$ cat src/hw/dsea_defines.svh
`ifndef DSEA_DEFINES_SVH
`define DSEA_DEFINES_SVH

// ---------------------------------------------------------------
// Timing
// ---------------------------------------------------------------
`define DSEA_CLK_PERIOD_NS  100
`define DSEA_FILT_TIME_NS   800
`define DSEA_FILT_CYCLES \
  ((`DSEA_FILT_TIME_NS + `DSEA_CLK_PERIOD_NS - 1) / `DSEA_CLK_PERIOD_NS)
`define DSEA_RAW_CYCLES     2
`define DSEA_FILT_CNT_W     4

// ---------------------------------------------------------------
// Register offsets
// ---------------------------------------------------------------
`define DSEA_OFF_CONFIG     8'h00
`define DSEA_OFF_COMMAND    8'h04
`define DSEA_OFF_SPLIT_LEN  8'h08
`define DSEA_OFF_SPLIT_WID  8'h0C
`define DSEA_OFF_SPLIT_CNT  8'h10
`define DSEA_OFF_DCC_WID    8'h14
`define DSEA_OFF_SYNC_WID   8'h18
`define DSEA_OFF_STATUS     8'h1C
`define DSEA_OFF_ERROR      8'h20
`define DSEA_OFF_IRQ_STAT   8'h24
`define DSEA_OFF_IRQ_MASK   8'h28

// ---------------------------------------------------------------
// Field positions
// ---------------------------------------------------------------
`define DSEA_CFG_FUNC_LSB   0
`define DSEA_CFG_FUNC_MSB   1
`define DSEA_CFG_GP_OE      2
`define DSEA_CFG_GP_OUT     3
`define DSEA_CFG_FILT_EN    4
`define DSEA_CFG_SERVO_IN_POSITION_IN_EN   5
`define DSEA_CFG_DCC_AUTO   6
`define DSEA_CFG_SPLIT_NEG  7
`define DSEA_CFG_SPLIT_INIT 8
`define DSEA_CFG_SYNC_NEG   9
`define DSEA_CMD_DCC        0
`define DSEA_CMD_SPLIT_GO   1
`define DSEA_CMD_SPLIT_END  2
`define DSEA_CMD_SYNC       3
`define DSEA_CMD_ERR_CLR    4
`define DSEA_IRQ_EMG        0
`define DSEA_IRQ_SPLIT      1
`define DSEA_IRQ_TRIG       2
`define DSEA_IRQ_N          3
`define DSEA_FLT_EMG        0
`define DSEA_FLT_PIN        1
`define DSEA_FLT_SERVO_IN_POSITION_IN      2
`define DSEA_FLT_N          3

// ---------------------------------------------------------------
// Reset values and answers
// ---------------------------------------------------------------
`define DSEA_CONFIG_RST     32'h0000_0000
`define DSEA_SPLIT_LEN_RST  16'h000A
`define DSEA_SPLIT_WID_RST  16'h0005
`define DSEA_SPLIT_CNT_RST  16'h0000
`define DSEA_DCC_WID_RST    16'h000A
`define DSEA_SYNC_WID_RST   16'h000A
`define DSEA_FLT_RST        3'h1
`define DSEA_RESP_OKAY      2'h0
`define DSEA_RESP_SLVERR    2'h2

`endif

$ cat src/hw/dsea_pkg.sv
package dsea_pkg;
  `include "dsea_defines.svh"

  typedef enum logic [1:0] {
    DSEA_PIN_GPIO,
    DSEA_PIN_DRIVE,
    DSEA_PIN_SYNC_IN,
    DSEA_PIN_SYNC_OUT
  } dsea_pin_func_t;

  typedef enum logic {
    DSEA_SPLIT_IDLE,
    DSEA_SPLIT_RUN
  } dsea_split_t;

  typedef struct packed {
    logic [`DSEA_FLT_N-1:0]                        smp;
    logic [`DSEA_FLT_N-1:0][`DSEA_FILT_CNT_W-1:0]  cnt;
    logic [`DSEA_FLT_N-1:0]                        out;
  } dsea_flt_state_t;

  typedef struct packed {
    logic [31:0]            cfg;
    logic [15:0]            splitLen;
    logic [15:0]            splitWidth;
    logic [15:0]            splitCount;
    logic [15:0]            dccWidth;
    logic [15:0]            syncWidth;
    logic                   emgFlag;
    logic [`DSEA_IRQ_N-1:0] irqStat;
    logic [`DSEA_IRQ_N-1:0] irqMask;
    logic                   prevPulse;
    logic                   prevPin;
    logic                   inposWait;
    logic                   driveStat;
    logic [15:0]            dccCnt;
    logic [15:0]            syncCnt;
    dsea_split_t            splitSt;
    logic [15:0]            splitPhase;
    logic [15:0]            splitDone;
    logic                   splitSkip;
    logic                   awHave;
    logic                   wHave;
    logic [7:0]             awAddr;
    logic [31:0]            wData;
    logic [3:0]             wStrb;
    logic                   awready;
    logic                   wready;
    logic                   bvalid;
    logic [1:0]             bresp;
    logic                   arready;
    logic                   rvalid;
    logic [31:0]            rdata;
    logic [1:0]             rresp;
    logic                   pinOut;
    logic                   pinOe;
    logic                   dccOut;
    logic                   splitOut;
    logic                   stopOut;
    logic                   errOut;
    logic                   trigOut;
    logic                   irqOut;
  } dsea_state_t;
endpackage

$ cat src/hw/dsea_filter.sv
`timescale 1ns/1ps
`include "dsea_defines.svh"

module dsea_filter
  import dsea_pkg::*;
(
  input  wire logic                   clk,
  input  wire logic                   rstn,
  input  wire logic                   filterEn,
  input  wire logic [`DSEA_FLT_N-1:0] rawIn,
  output logic      [`DSEA_FLT_N-1:0] fltOut
);

  localparam logic [`DSEA_FILT_CNT_W-1:0] FiltLast =
    `DSEA_FILT_CNT_W'(`DSEA_FILT_CYCLES - 1);
  localparam logic [`DSEA_FILT_CNT_W-1:0] RawLast =
    `DSEA_FILT_CNT_W'(`DSEA_RAW_CYCLES - 1);

  dsea_flt_state_t s;
  dsea_flt_state_t n;
  logic [`DSEA_FILT_CNT_W-1:0] last;

  // ---------------------------------------------------------------
  // Per-input stability counter
  // ---------------------------------------------------------------
  always_comb begin
    n = s;
    n.smp = rawIn;
    // Short glitches never reach the block when the filter is on
    last = filterEn ? FiltLast : RawLast;
    for (int i = 0; i < `DSEA_FLT_N; i++) begin
      if (s.smp[i] == s.out[i]) begin
        n.cnt[i] = '0;
      end else if (s.cnt[i] >= last) begin
        n.out[i] = s.smp[i];
        n.cnt[i] = '0;
      end else begin
        n.cnt[i] = s.cnt[i] + `DSEA_FILT_CNT_W'(1);
      end
    end
  end

  always_ff @(posedge clk) begin
    if (!rstn) begin
      s     <= '0;
      s.smp <= `DSEA_FLT_RST;
      s.out <= `DSEA_FLT_RST;
    end else begin
      s <= n;
    end
  end

  assign fltOut = s.out;

endmodule

$ cat src/hw/dsea_top.sv
`timescale 1ns/1ps
`include "dsea_defines.svh"

// Summary of operation
// - One pin: GPIO bit zero or drive status
// - Drive status high while pulses emitted
// - Drive status high during home search
// - Optional hold until servo in-position
// - Emergency low while driving: stop, flag
// - Emergency input fixed active low
// - Selectable noise filter on filtered inputs
// - Deviation clear by home search or command
// - Split pulses started, stopped by trigger/command
// - Split interval, width, count programmable
// - Split polarity and initial pulse selectable
// - Pin as sync trigger in or pulse out
// - Error output high while error persists
module dsea_top
  import dsea_pkg::*;
(
  input  wire logic        clk,
  input  wire logic        rstn,
  input  wire logic [7:0]  s_axi_awaddr,
  input  wire logic        s_axi_awvalid,
  output logic             s_axi_awready,
  input  wire logic [31:0] s_axi_wdata,
  input  wire logic [3:0]  s_axi_wstrb,
  input  wire logic        s_axi_wvalid,
  output logic             s_axi_wready,
  output logic [1:0]       s_axi_bresp,
  output logic             s_axi_bvalid,
  input  wire logic        s_axi_bready,
  input  wire logic [7:0]  s_axi_araddr,
  input  wire logic        s_axi_arvalid,
  output logic             s_axi_arready,
  output logic [31:0]      s_axi_rdata,
  output logic [1:0]       s_axi_rresp,
  output logic             s_axi_rvalid,
  input  wire logic        s_axi_rready,
  input  wire logic        pulseActive,
  input  wire logic        homeSearchActive,
  input  wire logic        homeDccRequest,
  input  wire logic        splitSyncStart,
  input  wire logic        splitSyncStop,
  input  wire logic        syncPulseRequest,
  input  wire logic        emergencyStopN,
  input  wire logic        servoInPositionIn,
  input  wire logic        gpIoBitZeroIn,
  output logic             gpIoBitZeroOut,
  output logic             gpIoBitZeroOe,
  output logic             driveStopNow,
  output logic             errorStatusOut,
  output logic             deviationCounterClearOut,
  output logic             splitPulseOut,
  output logic             syncTriggerOut,
  output logic             irq
);

  dsea_state_t             s;
  dsea_state_t             n;
  logic [`DSEA_FLT_N-1:0]  fltOut;
  dsea_pin_func_t          func;
  logic                    emgLow;
  logic                    wrFire;
  logic [31:0]             wv;
  logic [31:0]             cmdBits;
  logic [`DSEA_IRQ_N-1:0]  w1c;
  logic [`DSEA_IRQ_N-1:0]  irqEv;
  logic                    splitGo;
  logic                    splitEnd;
  logic                    splitAct;
  logic                    syncAct;
  logic                    trig;
  logic [15:0]             doneNew;
  logic                    splitNeg;
  logic                    syncNeg;

  // ---------------------------------------------------------------
  // Address decode and read mux
  // ---------------------------------------------------------------
  function automatic logic isMapped(input logic [7:0] a);
    case (a)
      `DSEA_OFF_CONFIG, `DSEA_OFF_COMMAND, `DSEA_OFF_SPLIT_LEN,
      `DSEA_OFF_SPLIT_WID, `DSEA_OFF_SPLIT_CNT, `DSEA_OFF_DCC_WID,
      `DSEA_OFF_SYNC_WID, `DSEA_OFF_STATUS, `DSEA_OFF_ERROR,
      `DSEA_OFF_IRQ_STAT, `DSEA_OFF_IRQ_MASK: isMapped = 1'b1;
      default: isMapped = 1'b0;
    endcase
  endfunction

  function automatic logic [31:0] readReg(input dsea_state_t st,
                                          input logic [7:0]  a,
                                          input logic [2:0]  flt);
    readReg = '0;
    case (a)
      `DSEA_OFF_CONFIG:    readReg = st.cfg;
      `DSEA_OFF_SPLIT_LEN: readReg = {16'h0000, st.splitLen};
      `DSEA_OFF_SPLIT_WID: readReg = {16'h0000, st.splitWidth};
      `DSEA_OFF_SPLIT_CNT: readReg = {16'h0000, st.splitCount};
      `DSEA_OFF_DCC_WID:   readReg = {16'h0000, st.dccWidth};
      `DSEA_OFF_SYNC_WID:  readReg = {16'h0000, st.syncWidth};
      `DSEA_OFF_STATUS:    readReg = {26'h000_0000, st.dccOut,
                                      st.splitSt == DSEA_SPLIT_RUN,
                                      flt[`DSEA_FLT_SERVO_IN_POSITION_IN],
                                      flt[`DSEA_FLT_EMG],
                                      flt[`DSEA_FLT_PIN], st.driveStat};
      `DSEA_OFF_ERROR:     readReg = {31'h0000_0000, st.emgFlag};
      `DSEA_OFF_IRQ_STAT:  readReg = {29'h0000_0000, st.irqStat};
      `DSEA_OFF_IRQ_MASK:  readReg = {29'h0000_0000, st.irqMask};
      default:             readReg = '0;
    endcase
  endfunction

  function automatic logic [31:0] applyStrb(input logic [31:0] old,
                                            input logic [31:0] nw,
                                            input logic [3:0]  strb);
    applyStrb = old;
    for (int b = 0; b < 4; b++) begin
      if (strb[b]) begin
        applyStrb[b*8 +: 8] = nw[b*8 +: 8];
      end
    end
  endfunction

  // ---------------------------------------------------------------
  // Input filters
  // ---------------------------------------------------------------
  dsea_filter u_filter (
    .clk      (clk),
    .rstn     (rstn),
    .filterEn (s.cfg[`DSEA_CFG_FILT_EN]),
    .rawIn    ({servoInPositionIn, gpIoBitZeroIn, emergencyStopN}),
    .fltOut   (fltOut)
  );

  // ---------------------------------------------------------------
  // Next state
  // ---------------------------------------------------------------
  always_comb begin
    n        = s;
    func     = dsea_pin_func_t'(s.cfg[`DSEA_CFG_FUNC_MSB:
                                      `DSEA_CFG_FUNC_LSB]);
    emgLow   = !fltOut[`DSEA_FLT_EMG];
    wrFire   = s.awHave && s.wHave && !s.bvalid;
    wv       = '0;
    cmdBits  = '0;
    w1c      = '0;
    irqEv    = '0;
    splitAct = 1'b0;
    doneNew  = s.splitDone;
    syncAct  = s.syncCnt != 16'h0000;
    trig     = 1'b0;

    // Bus write: address and data taken in either order
    if (s_axi_awvalid && s.awready) begin
      n.awHave = 1'b1;
      n.awAddr = s_axi_awaddr;
    end
    if (s_axi_wvalid && s.wready) begin
      n.wHave = 1'b1;
      n.wData = s_axi_wdata;
      n.wStrb = s_axi_wstrb;
    end
    if (s.bvalid && s_axi_bready) begin
      n.bvalid = 1'b0;
    end
    if (wrFire) begin
      n.awHave = 1'b0;
      n.wHave  = 1'b0;
      n.bvalid = 1'b1;
      n.bresp  = isMapped(s.awAddr) ? `DSEA_RESP_OKAY
                                    : `DSEA_RESP_SLVERR;
      wv = applyStrb(readReg(s, s.awAddr, fltOut), s.wData, s.wStrb);
      case (s.awAddr)
        `DSEA_OFF_CONFIG:    n.cfg        = wv;
        `DSEA_OFF_COMMAND:   cmdBits      = wv;
        `DSEA_OFF_SPLIT_LEN: n.splitLen   = wv[15:0];
        `DSEA_OFF_SPLIT_WID: n.splitWidth = wv[15:0];
        `DSEA_OFF_SPLIT_CNT: n.splitCount = wv[15:0];
        `DSEA_OFF_DCC_WID:   n.dccWidth   = wv[15:0];
        `DSEA_OFF_SYNC_WID:  n.syncWidth  = wv[15:0];
        // Merged value would echo set bits, so clear from raw data
        `DSEA_OFF_IRQ_STAT:  w1c = s.wData[`DSEA_IRQ_N-1:0]
                                   & {`DSEA_IRQ_N{s.wStrb[0]}};
        `DSEA_OFF_IRQ_MASK:  n.irqMask = wv[`DSEA_IRQ_N-1:0];
        default: ;
      endcase
    end
    n.awready = !n.awHave && !n.bvalid;
    n.wready  = !n.wHave && !n.bvalid;

    // Bus read: one outstanding, data captured at address handshake
    if (s.rvalid && s_axi_rready) begin
      n.rvalid = 1'b0;
    end
    if (s_axi_arvalid && s.arready) begin
      n.rvalid = 1'b1;
      n.rdata  = readReg(s, s_axi_araddr, fltOut);
      n.rresp  = isMapped(s_axi_araddr) ? `DSEA_RESP_OKAY
                                        : `DSEA_RESP_SLVERR;
    end
    n.arready = !n.rvalid;

    // Emergency stop: no deceleration, flag set wins over clear
    n.stopOut = emgLow;
    irqEv[`DSEA_IRQ_EMG] = emgLow && pulseActive;
    n.emgFlag = irqEv[`DSEA_IRQ_EMG]
                || (s.emgFlag && !cmdBits[`DSEA_CMD_ERR_CLR]);
    n.errOut  = n.emgFlag;

    // Drive status with optional in-position wait
    n.prevPulse = pulseActive;
    if (!s.cfg[`DSEA_CFG_SERVO_IN_POSITION_IN_EN] || fltOut[`DSEA_FLT_SERVO_IN_POSITION_IN]) begin
      n.inposWait = 1'b0;
    end else if (s.prevPulse && !pulseActive) begin
      n.inposWait = 1'b1;
    end
    n.driveStat = pulseActive || homeSearchActive
                  || n.inposWait;

    // Deviation counter clear, never shorter than one cycle
    if ((cmdBits[`DSEA_CMD_DCC] || (s.cfg[`DSEA_CFG_DCC_AUTO]
         && homeDccRequest)) && s.dccCnt == 16'h0000) begin
      n.dccCnt = (s.dccWidth == 16'h0000) ? 16'h0001 : s.dccWidth;
    end else if (s.dccCnt != 16'h0000) begin
      n.dccCnt = s.dccCnt - 16'h0001;
    end
    n.dccOut = n.dccCnt != 16'h0000;

    // Synchronous pulse out and trigger in on the shared pin
    if (cmdBits[`DSEA_CMD_SYNC] || syncPulseRequest) begin
      n.syncCnt = (s.syncWidth == 16'h0000) ? 16'h0001 : s.syncWidth;
    end else if (syncAct) begin
      n.syncCnt = s.syncCnt - 16'h0001;
    end
    n.prevPin = fltOut[`DSEA_FLT_PIN];
    trig = s.cfg[`DSEA_CFG_SYNC_NEG]
           ? (s.prevPin && !fltOut[`DSEA_FLT_PIN])
           : (!s.prevPin && fltOut[`DSEA_FLT_PIN]);
    n.trigOut = trig && func == DSEA_PIN_SYNC_IN;
    irqEv[`DSEA_IRQ_TRIG] = n.trigOut;

    // Pin function select
    case (func)
      DSEA_PIN_GPIO: begin
        n.pinOut = s.cfg[`DSEA_CFG_GP_OUT];
        n.pinOe  = s.cfg[`DSEA_CFG_GP_OE];
      end
      DSEA_PIN_DRIVE: begin
        n.pinOut = n.driveStat;
        n.pinOe  = 1'b1;
      end
      DSEA_PIN_SYNC_IN: begin
        n.pinOut = 1'b0;
        n.pinOe  = 1'b0;
      end
      DSEA_PIN_SYNC_OUT: begin
        n.pinOut = syncAct ^ s.cfg[`DSEA_CFG_SYNC_NEG];
        n.pinOe  = 1'b1;
      end
      default: begin
        n.pinOut = 1'b0;
        n.pinOe  = 1'b0;
      end
    endcase

    // Split pulse train; emergency also halts it
    splitGo  = cmdBits[`DSEA_CMD_SPLIT_GO] || splitSyncStart;
    splitEnd = cmdBits[`DSEA_CMD_SPLIT_END] || splitSyncStop
               || emgLow;
    case (s.splitSt)
      DSEA_SPLIT_IDLE: begin
        if (splitGo && !splitEnd) begin
          n.splitSt    = DSEA_SPLIT_RUN;
          n.splitPhase = '0;
          n.splitDone  = '0;
          n.splitSkip  = !s.cfg[`DSEA_CFG_SPLIT_INIT];
        end
      end
      DSEA_SPLIT_RUN: begin
        if (splitEnd) begin
          n.splitSt = DSEA_SPLIT_IDLE;
        end else begin
          splitAct = !s.splitSkip && s.splitPhase < s.splitWidth;
          if ({1'b0, s.splitPhase} + 17'h0_0001
              >= {1'b0, s.splitLen}) begin
            n.splitPhase = '0;
            n.splitSkip  = 1'b0;
            if (!s.splitSkip && s.splitWidth != 16'h0000) begin
              doneNew = s.splitDone + 16'h0001;
            end
            n.splitDone = doneNew;
            if (s.splitCount != 16'h0000
                && doneNew >= s.splitCount) begin
              n.splitSt = DSEA_SPLIT_IDLE;
              irqEv[`DSEA_IRQ_SPLIT] = 1'b1;
            end
          end else begin
            n.splitPhase = s.splitPhase + 16'h0001;
          end
        end
      end
      default: n.splitSt = DSEA_SPLIT_IDLE;
    endcase
    n.splitOut = splitAct ^ s.cfg[`DSEA_CFG_SPLIT_NEG];

    // Interrupts: an event in the clearing cycle survives
    n.irqStat = (s.irqStat & ~w1c) | irqEv;
    n.irqOut  = |(n.irqStat & n.irqMask);
  end

  always_ff @(posedge clk) begin
    if (!rstn) begin
      s            <= '0;
      s.cfg        <= `DSEA_CONFIG_RST;
      s.splitLen   <= `DSEA_SPLIT_LEN_RST;
      s.splitWidth <= `DSEA_SPLIT_WID_RST;
      s.splitCount <= `DSEA_SPLIT_CNT_RST;
      s.dccWidth   <= `DSEA_DCC_WID_RST;
      s.syncWidth  <= `DSEA_SYNC_WID_RST;
    end else begin
      s <= n;
    end
  end

  // ---------------------------------------------------------------
  // Outputs
  // ---------------------------------------------------------------
  assign s_axi_awready            = s.awready;
  assign s_axi_wready             = s.wready;
  assign s_axi_bvalid             = s.bvalid;
  assign s_axi_bresp              = s.bresp;
  assign s_axi_arready            = s.arready;
  assign s_axi_rvalid             = s.rvalid;
  assign s_axi_rdata              = s.rdata;
  assign s_axi_rresp              = s.rresp;
  assign gpIoBitZeroOut           = s.pinOut;
  assign gpIoBitZeroOe            = s.pinOe;
  assign driveStopNow             = s.stopOut;
  assign errorStatusOut           = s.errOut;
  assign deviationCounterClearOut = s.dccOut;
  assign splitPulseOut            = s.splitOut;
  assign syncTriggerOut           = s.trigOut;
  assign irq                      = s.irqOut;
  assign splitNeg                 = s.cfg[`DSEA_CFG_SPLIT_NEG];
  assign syncNeg                  = s.cfg[`DSEA_CFG_SYNC_NEG];
endmodule

$ cat config.mk
export PLATFORM = sky130hd
export DESIGN_NAME = dsea_top
export DESIGN_NICKNAME = d
export VERILOG_FILES = /design/src/hw/dsea_pkg.sv /design/src/hw/dsea_filter.sv /design/src/hw/dsea_top.sv
export VERILOG_INCLUDE_DIRS = /design/src /design/src/hw
export SDC_FILE = /design/constraint.sdc
export NUM_CORES = 1
export LEC_CHECK = 0
export BUFFER_PORTS_ARGS = -buffer_cell sky130_fd_sc_hd__buf_2
export CAP_MARGIN = 0
export CORE_AREA = 4 4 166 168
export CTS_BUF_LIST = sky130_fd_sc_hd__clkbuf_8 sky130_fd_sc_hd__clkbuf_16
export DETAILED_ROUTE_END_ITERATION = 8
export DIE_AREA = 0 0 170 172
export HOLD_SLACK_MARGIN = 0.1
export PLACE_DENSITY_LB_ADDON = 0.3
export SLEW_MARGIN = 25
export SYNTH_ARGS = -nofsm -noshare
export SYNTH_HDL_FRONTEND = slang
export SYNTH_SLANG_ARGS = --single-unit
$ cat constraint.sdc
create_clock -name clk -period 5.4 [get_ports clk]
set_clock_uncertainty 0.15 [all_clocks]
set_input_delay 0.27 -clock clk [delete_from_list [all_inputs] [get_ports clk]]
set_output_delay 0.27 -clock clk [all_outputs]
set_load 0.01 [all_outputs]
Yosys cells after proc, flatten, opt, wreduce, memory -nomap -nowiden. Index checks and enable logic that the tools add are counted.

Bits of input ports: 68. Flip-flop bits (word level): 301. Logic and storage cells: 228. Output and inout port bits: 49.

Muxes and demuxes: 54. Add/subtract/negate cells: 8. Reductions and logical operators: 73. Order comparisons: 6. Bitwise logic cells: 12. Equality and inequality tests: 29.

Operators by type and width (count): case mux 32 bit (10 select lines) (2); two-way mux 16 bit (11); nonzero test 16 bit (5); case mux 34 bit (2 select lines) (1); == test 8 x 5 -> 1 bit (second input constant) (8); == test 8 x 6 -> 1 bit (second input constant) (6); logical NOT 16 bit (3); two-way mux 35 bit (1); two-way mux 34 bit (1); two-way mux 33 bit (1); adder 16 x 1 -> 16 bit (second input constant) (2); == test 8 x 4 -> 1 bit (second input constant) (4); two-way mux 8 bit (4); subtractor 16 x 1 -> 16 bit (second input constant) (2); OR reduction 11 bit (2); logical AND 1 bit (21); two-way mux 1 bit (20); AND reduction 2 bit (10); two-way mux 3 bit (6); adder 16 x 1 -> 17 bit (second input constant) (1); >= comparator 17 x 16 -> 1 bit (1); two-way mux 17 bit (1); == test 8 x 3 -> 1 bit (second input constant) (2); >= comparator 16 bit (1); 23 further kinds (66).

Depth between registers and ports, before layout.
Word-level depth: 18. Gate-level depth with buffers: 16. Gate-level depth less buffers: 14.

By module. From an unflattened synthesis, not the netlist that was laid out.

Cell total of the unflattened synthesis: 1894. Area total of the unflattened synthesis: 15431.0 sq um.

By module, submodules not included: dsea_top (instances 1, area an instance 14602.8 sq um, cells each 1814, sequential area each 5625.4 sq um); dsea_filter (instances 1, area an instance 828.3 sq um, cells each 80, sequential area each 360.3 sq um).

Least setup slack after synthesis. No wires, ideal clock.

Path kind: register -> register. From: reg s[112] (netlist name). To: reg s[121] (netlist name). Clock period less this slack: 4.059 ns. Data required time: 5.176 ns. Setup time: 0.074 ns. Data arrival time: 3.835 ns. Stages on the path, launching flop included: 16. Slack: 1.341 ns. Path through: dfxtp_1 ha_1 nand3_1 or4_1 nor2_1 nand4_1 xnor2_1 ha_1 a21oi_1 nor2b_1 a311oi_1 nand4_1 a2111oi_4 buf_6 a21oi_1 a31oi_1.

Longest elaborated chain between the ends: 5. Elaborated cells between the ends (all ways): 6.

Ends and longest elaborated chain: start: declaration (RTL line dsea_top.sv:59) `dsea_state_t s;`; start signal: assignment (RTL line dsea_top.sv:322) `s <= n;`; adder 16 x 1 -> 17 bit (RTL line dsea_top.sv:285) `if ({1'b0, s.splitPhase} + 17'h0_0001`; >= comparator 17 x 16 -> 1 bit (RTL line dsea_top.sv:286) `>= {1'b0, s.splitLen}) begin`; two-way mux 16 bit (*) (RTL line dsea_top.sv:285); two-way mux 33 bit (*) (RTL line dsea_top.sv:281) `if (splitEnd) begin`; case mux 34 bit (2 select lines) (*) (RTL line dsea_top.sv:271) `case (s.splitSt)`.

Every way passes the cells marked *; elsewhere a longest branch is shown, timed or not. The select of a mux whose other input is x is not followed. A chain may end at the register's enable or synchronous reset.

Final worst setup path.
From: reg s[112] (netlist name). To: reg s[97] (netlist name).

Longest elaborated chain between the ends: 4.

Ends and longest elaborated chain (RTL line): adder 16 x 1 -> 17 bit (dsea_top.sv:285); >= comparator 17 x 16 -> 1 bit (dsea_top.sv:286); inequality test 2 x 1 -> 1 bit (no source line); AND reduction 3 bit (no source line).

Every way passes these cells.

==> qor.txt <==
dominant synthesized flop cell -> dfxtp_1
initial antenna violation count -> 0
Async SR Flop Fraction -> 0%
cts repair resizes -> 0
clk buf depth -> 3
GRT Overall Usage -> 33.2%
worst-path maximum fanout -> 22
Net Sw Frac -> 28.3%
clock sinks -> 299
via count -> 15,100
Detailed Route Iter0 Violations -> 1,918
Syn Std Cell Area -> 15,400 sq um
synthesized area per cell -> 8.12 sq um
register area share after synthesis -> 38.8%
largest net degree at the start of global routing -> 128
crit-path cells -> ha_1, nand3_1, or4_1, nor2_1, nand4_1, xnor2_1, ha_1, nand3_1, nor3_1, o311ai_1, nand4_1, nand4_2, or3b_2, a21oi_1
CTS tree -> yes
number of enable flip-flop cells after synthesis -> 0
commonest non-fill, non-tap cell in the layout -> dfxtp_1
synth unique cells -> 93
Clock power frac -> 42.2%
GRT met2 Usage -> 52.2%
worst setup path startpoint -> s[112]
critical path's largest stage delay -> 630 ps
IO Pins -> 117
worst skew pair latency -> 530 ps
DP Wirelength -> 32,900 microns
clk root buf -> clkbuf_16
Largest delay share family, worst path -> simple AND/OR/NAND/NOR gates
Slew Limit Fails -> 0
Lkg Pwr -> 6.86 nW
WS Path Type -> register to register
Flop pwr share -> 42.0%
total CTS buffers -> 34
combinational share of power -> 15.8%
Max Fclk -> 214 MHz
Pre-antenna DRT Iters -> 9
layout cell share with drive strength beyond 1 -> 11.8%
GRT busiest layer -> met2
Detail Route Antenna Nets -> 0
starting density of the core -> 59.6%
Worst R2R End -> s[97]
period utilization -> 86.3%
WL final -> 49,600 microns
r2r startpoint -> s[112]
Avg WL per Cell -> 21.1 microns
Slew HR -> 27.3%
final hold violations -> 0
CP bufs+invs -> 0
gpl congestion -> 0.987
met3 usage -> 8.09%
first-pass GRT wire length -> 78,700 microns
height of the chip -> 172 microns
worst min path class -> input pin to register
cells after synthesis -> 1,902
minimum clock period -> 4660 ps
H-tree depth -> 2
status -> finished with violations
Worst Path Required -> 5670 ps
commonest non-fill, non-tap cells in the layout -> dfxtp_1, nand2_1, a21oi_1
Die ar. -> 29,200 sq um
R2R cell count -> 14
CP Capture Type -> register
Layout Utilization -> 68.2%
Setup Buffers After CTS -> 0
CP max-delay cell -> or3b_2
die width -> 170 microns
Setup TNS Final -> 0 ps
P&R area growth vs syn -> 14.5%
RSZ-0062 raised after global routing -> false
pwr/cell area -> 324 nW/um^2
Critical Path End -> s[97]
cell taking the most area after synthesis -> dfxtp_1
Worst EP arrival -> 4930 ps
post-synth top area share -> 38.8%
Reg clk slew, reported paths -> 60 ps
site row count -> 59
failing checks -> design-rule violations
Via density -> 6.44
# diodes -> 0
Hold Startpoint -> splitSyncStart
switching pwr -> 0.00162 W
vias in the first global route -> 14,400
# setup viols final -> 0
Worst-Margin Slew -> 1090 ps
Final #Nets -> 2,118
max cap viols -> 0
internal power -> 0.00410 W
Syn. warnings -> 0
drt drc -> 14
Stages on worst setup path -> 14
grt met1 use -> 45.0%
core area -> 25,900 sq um
Critical Path Start Type -> register
GRT Residual Overflow -> 0
maximum vdd ir drop -> 0.000347 V
Reg2Reg Setup Slack -> 740 ps
Yosys reg bits -> 299
Port Buffers -> 114
largest cells by area after synthesis -> dfxtp_1, a21oi_1, nand2_1
tightest hold or removal path: stages:
cell	delay [ps]
buf_2	120
a21o_1	150
or4b_1	160
a21oi_1	60
flip-flops by register name (all words and copies together), names as in the netlist, 2 cells and up:
signal,count
func,2
s,232
s_axi_rdata,32
u_filter.fltOut,3
u_filter.s,15
logic make-up (layout without fill, tap and decap cells):
group	after synthesis	in the layout	share of synthesized area (%)
flip-flops	299	299	38.8
AO/OA/AOI/OAI	475	475	20.1
multiplexers	42	42	2.84
XOR/XNOR	62	62	3.52
other	1	2	0.0243
AND/OR/NAND/NOR	745	745	23.2
buffers and inverters	217	327	6.61
adder cells (fa/ha/maj)	61	61	4.94
Yosys cell counts (26+ instances only):
master	instances
a21oi_1	224
a221oi_1	30
buf_4	42
clkbuf_1	81
dfxtp_1	299
ha_1	61
inv_1	68
mux2i_1	40
nand2_1	270
nand3_1	151
nor2_1	132
nor3_1	32
nor4_1	26
o21ai_0	47
xnor2_1	36
xor2_1	26
power groups by stage:
stage	Sequential (W)	Clock (W)	Combinational [W]
2_1_floorplan	0.00241	0	0.000667
3_3_place_gp	0.00244	0	0.000816
3_5_place_dp	0.00245	0	0.000834
4_1_cts	0.00240	0.00244	0.000882
5_1_grt	0.00242	0.00252	0.00101
6_report	0.00240	0.00242	0.000906
timing repair:
item,4_1_cts,5_1_grt
endpoints found under the setup margin,0,0
hold buffers,63,0
hold endpoints to repair,58,0
cell type report:
cell class              count  area, sq um
clock inverters            20          231
repair buffers            199         1370
flip-flops and latches    299         5990
fillers                  2044         8230
inverters                  68          260
clock buffers              40          945
well taps                 335          419
multi-input cells        1387         8470
layer usage:
layer,up-vias,routed length (microns)
li1,6964,-
met1,7141,19900
met2,847,22300
met3,173,5570
met4,0,1850
met5,-,0
per-stage QoR:
step	std cells	hold slack [ps]	area (sq um)	total power (W)	setup WS, ps
after floorplan	1903	221	15400	0.00308	1340
after global placement	2225	288	15900	0.00326	925
after detailed placement	2225	292	15900	0.00328	810
after CTS	2348	125	17700	0.00572	796
after global routing	2348	180	17700	0.00594	373
final	2348	157	17700	0.00573	737
worst min-delay path by stage:
stage	endpoint	slack, ps	cells past startpoint
after floorplan	u_filter.s[15]	220	1
after global placement	s_axi_rdata[19]	290	2
after detailed placement	s_axi_rdata[17]	290	2
after CTS	s[95]	130	4
after global routing	s[128]	180	4
final	s[95]	160	4
Power figures use the tool's default switching activity.
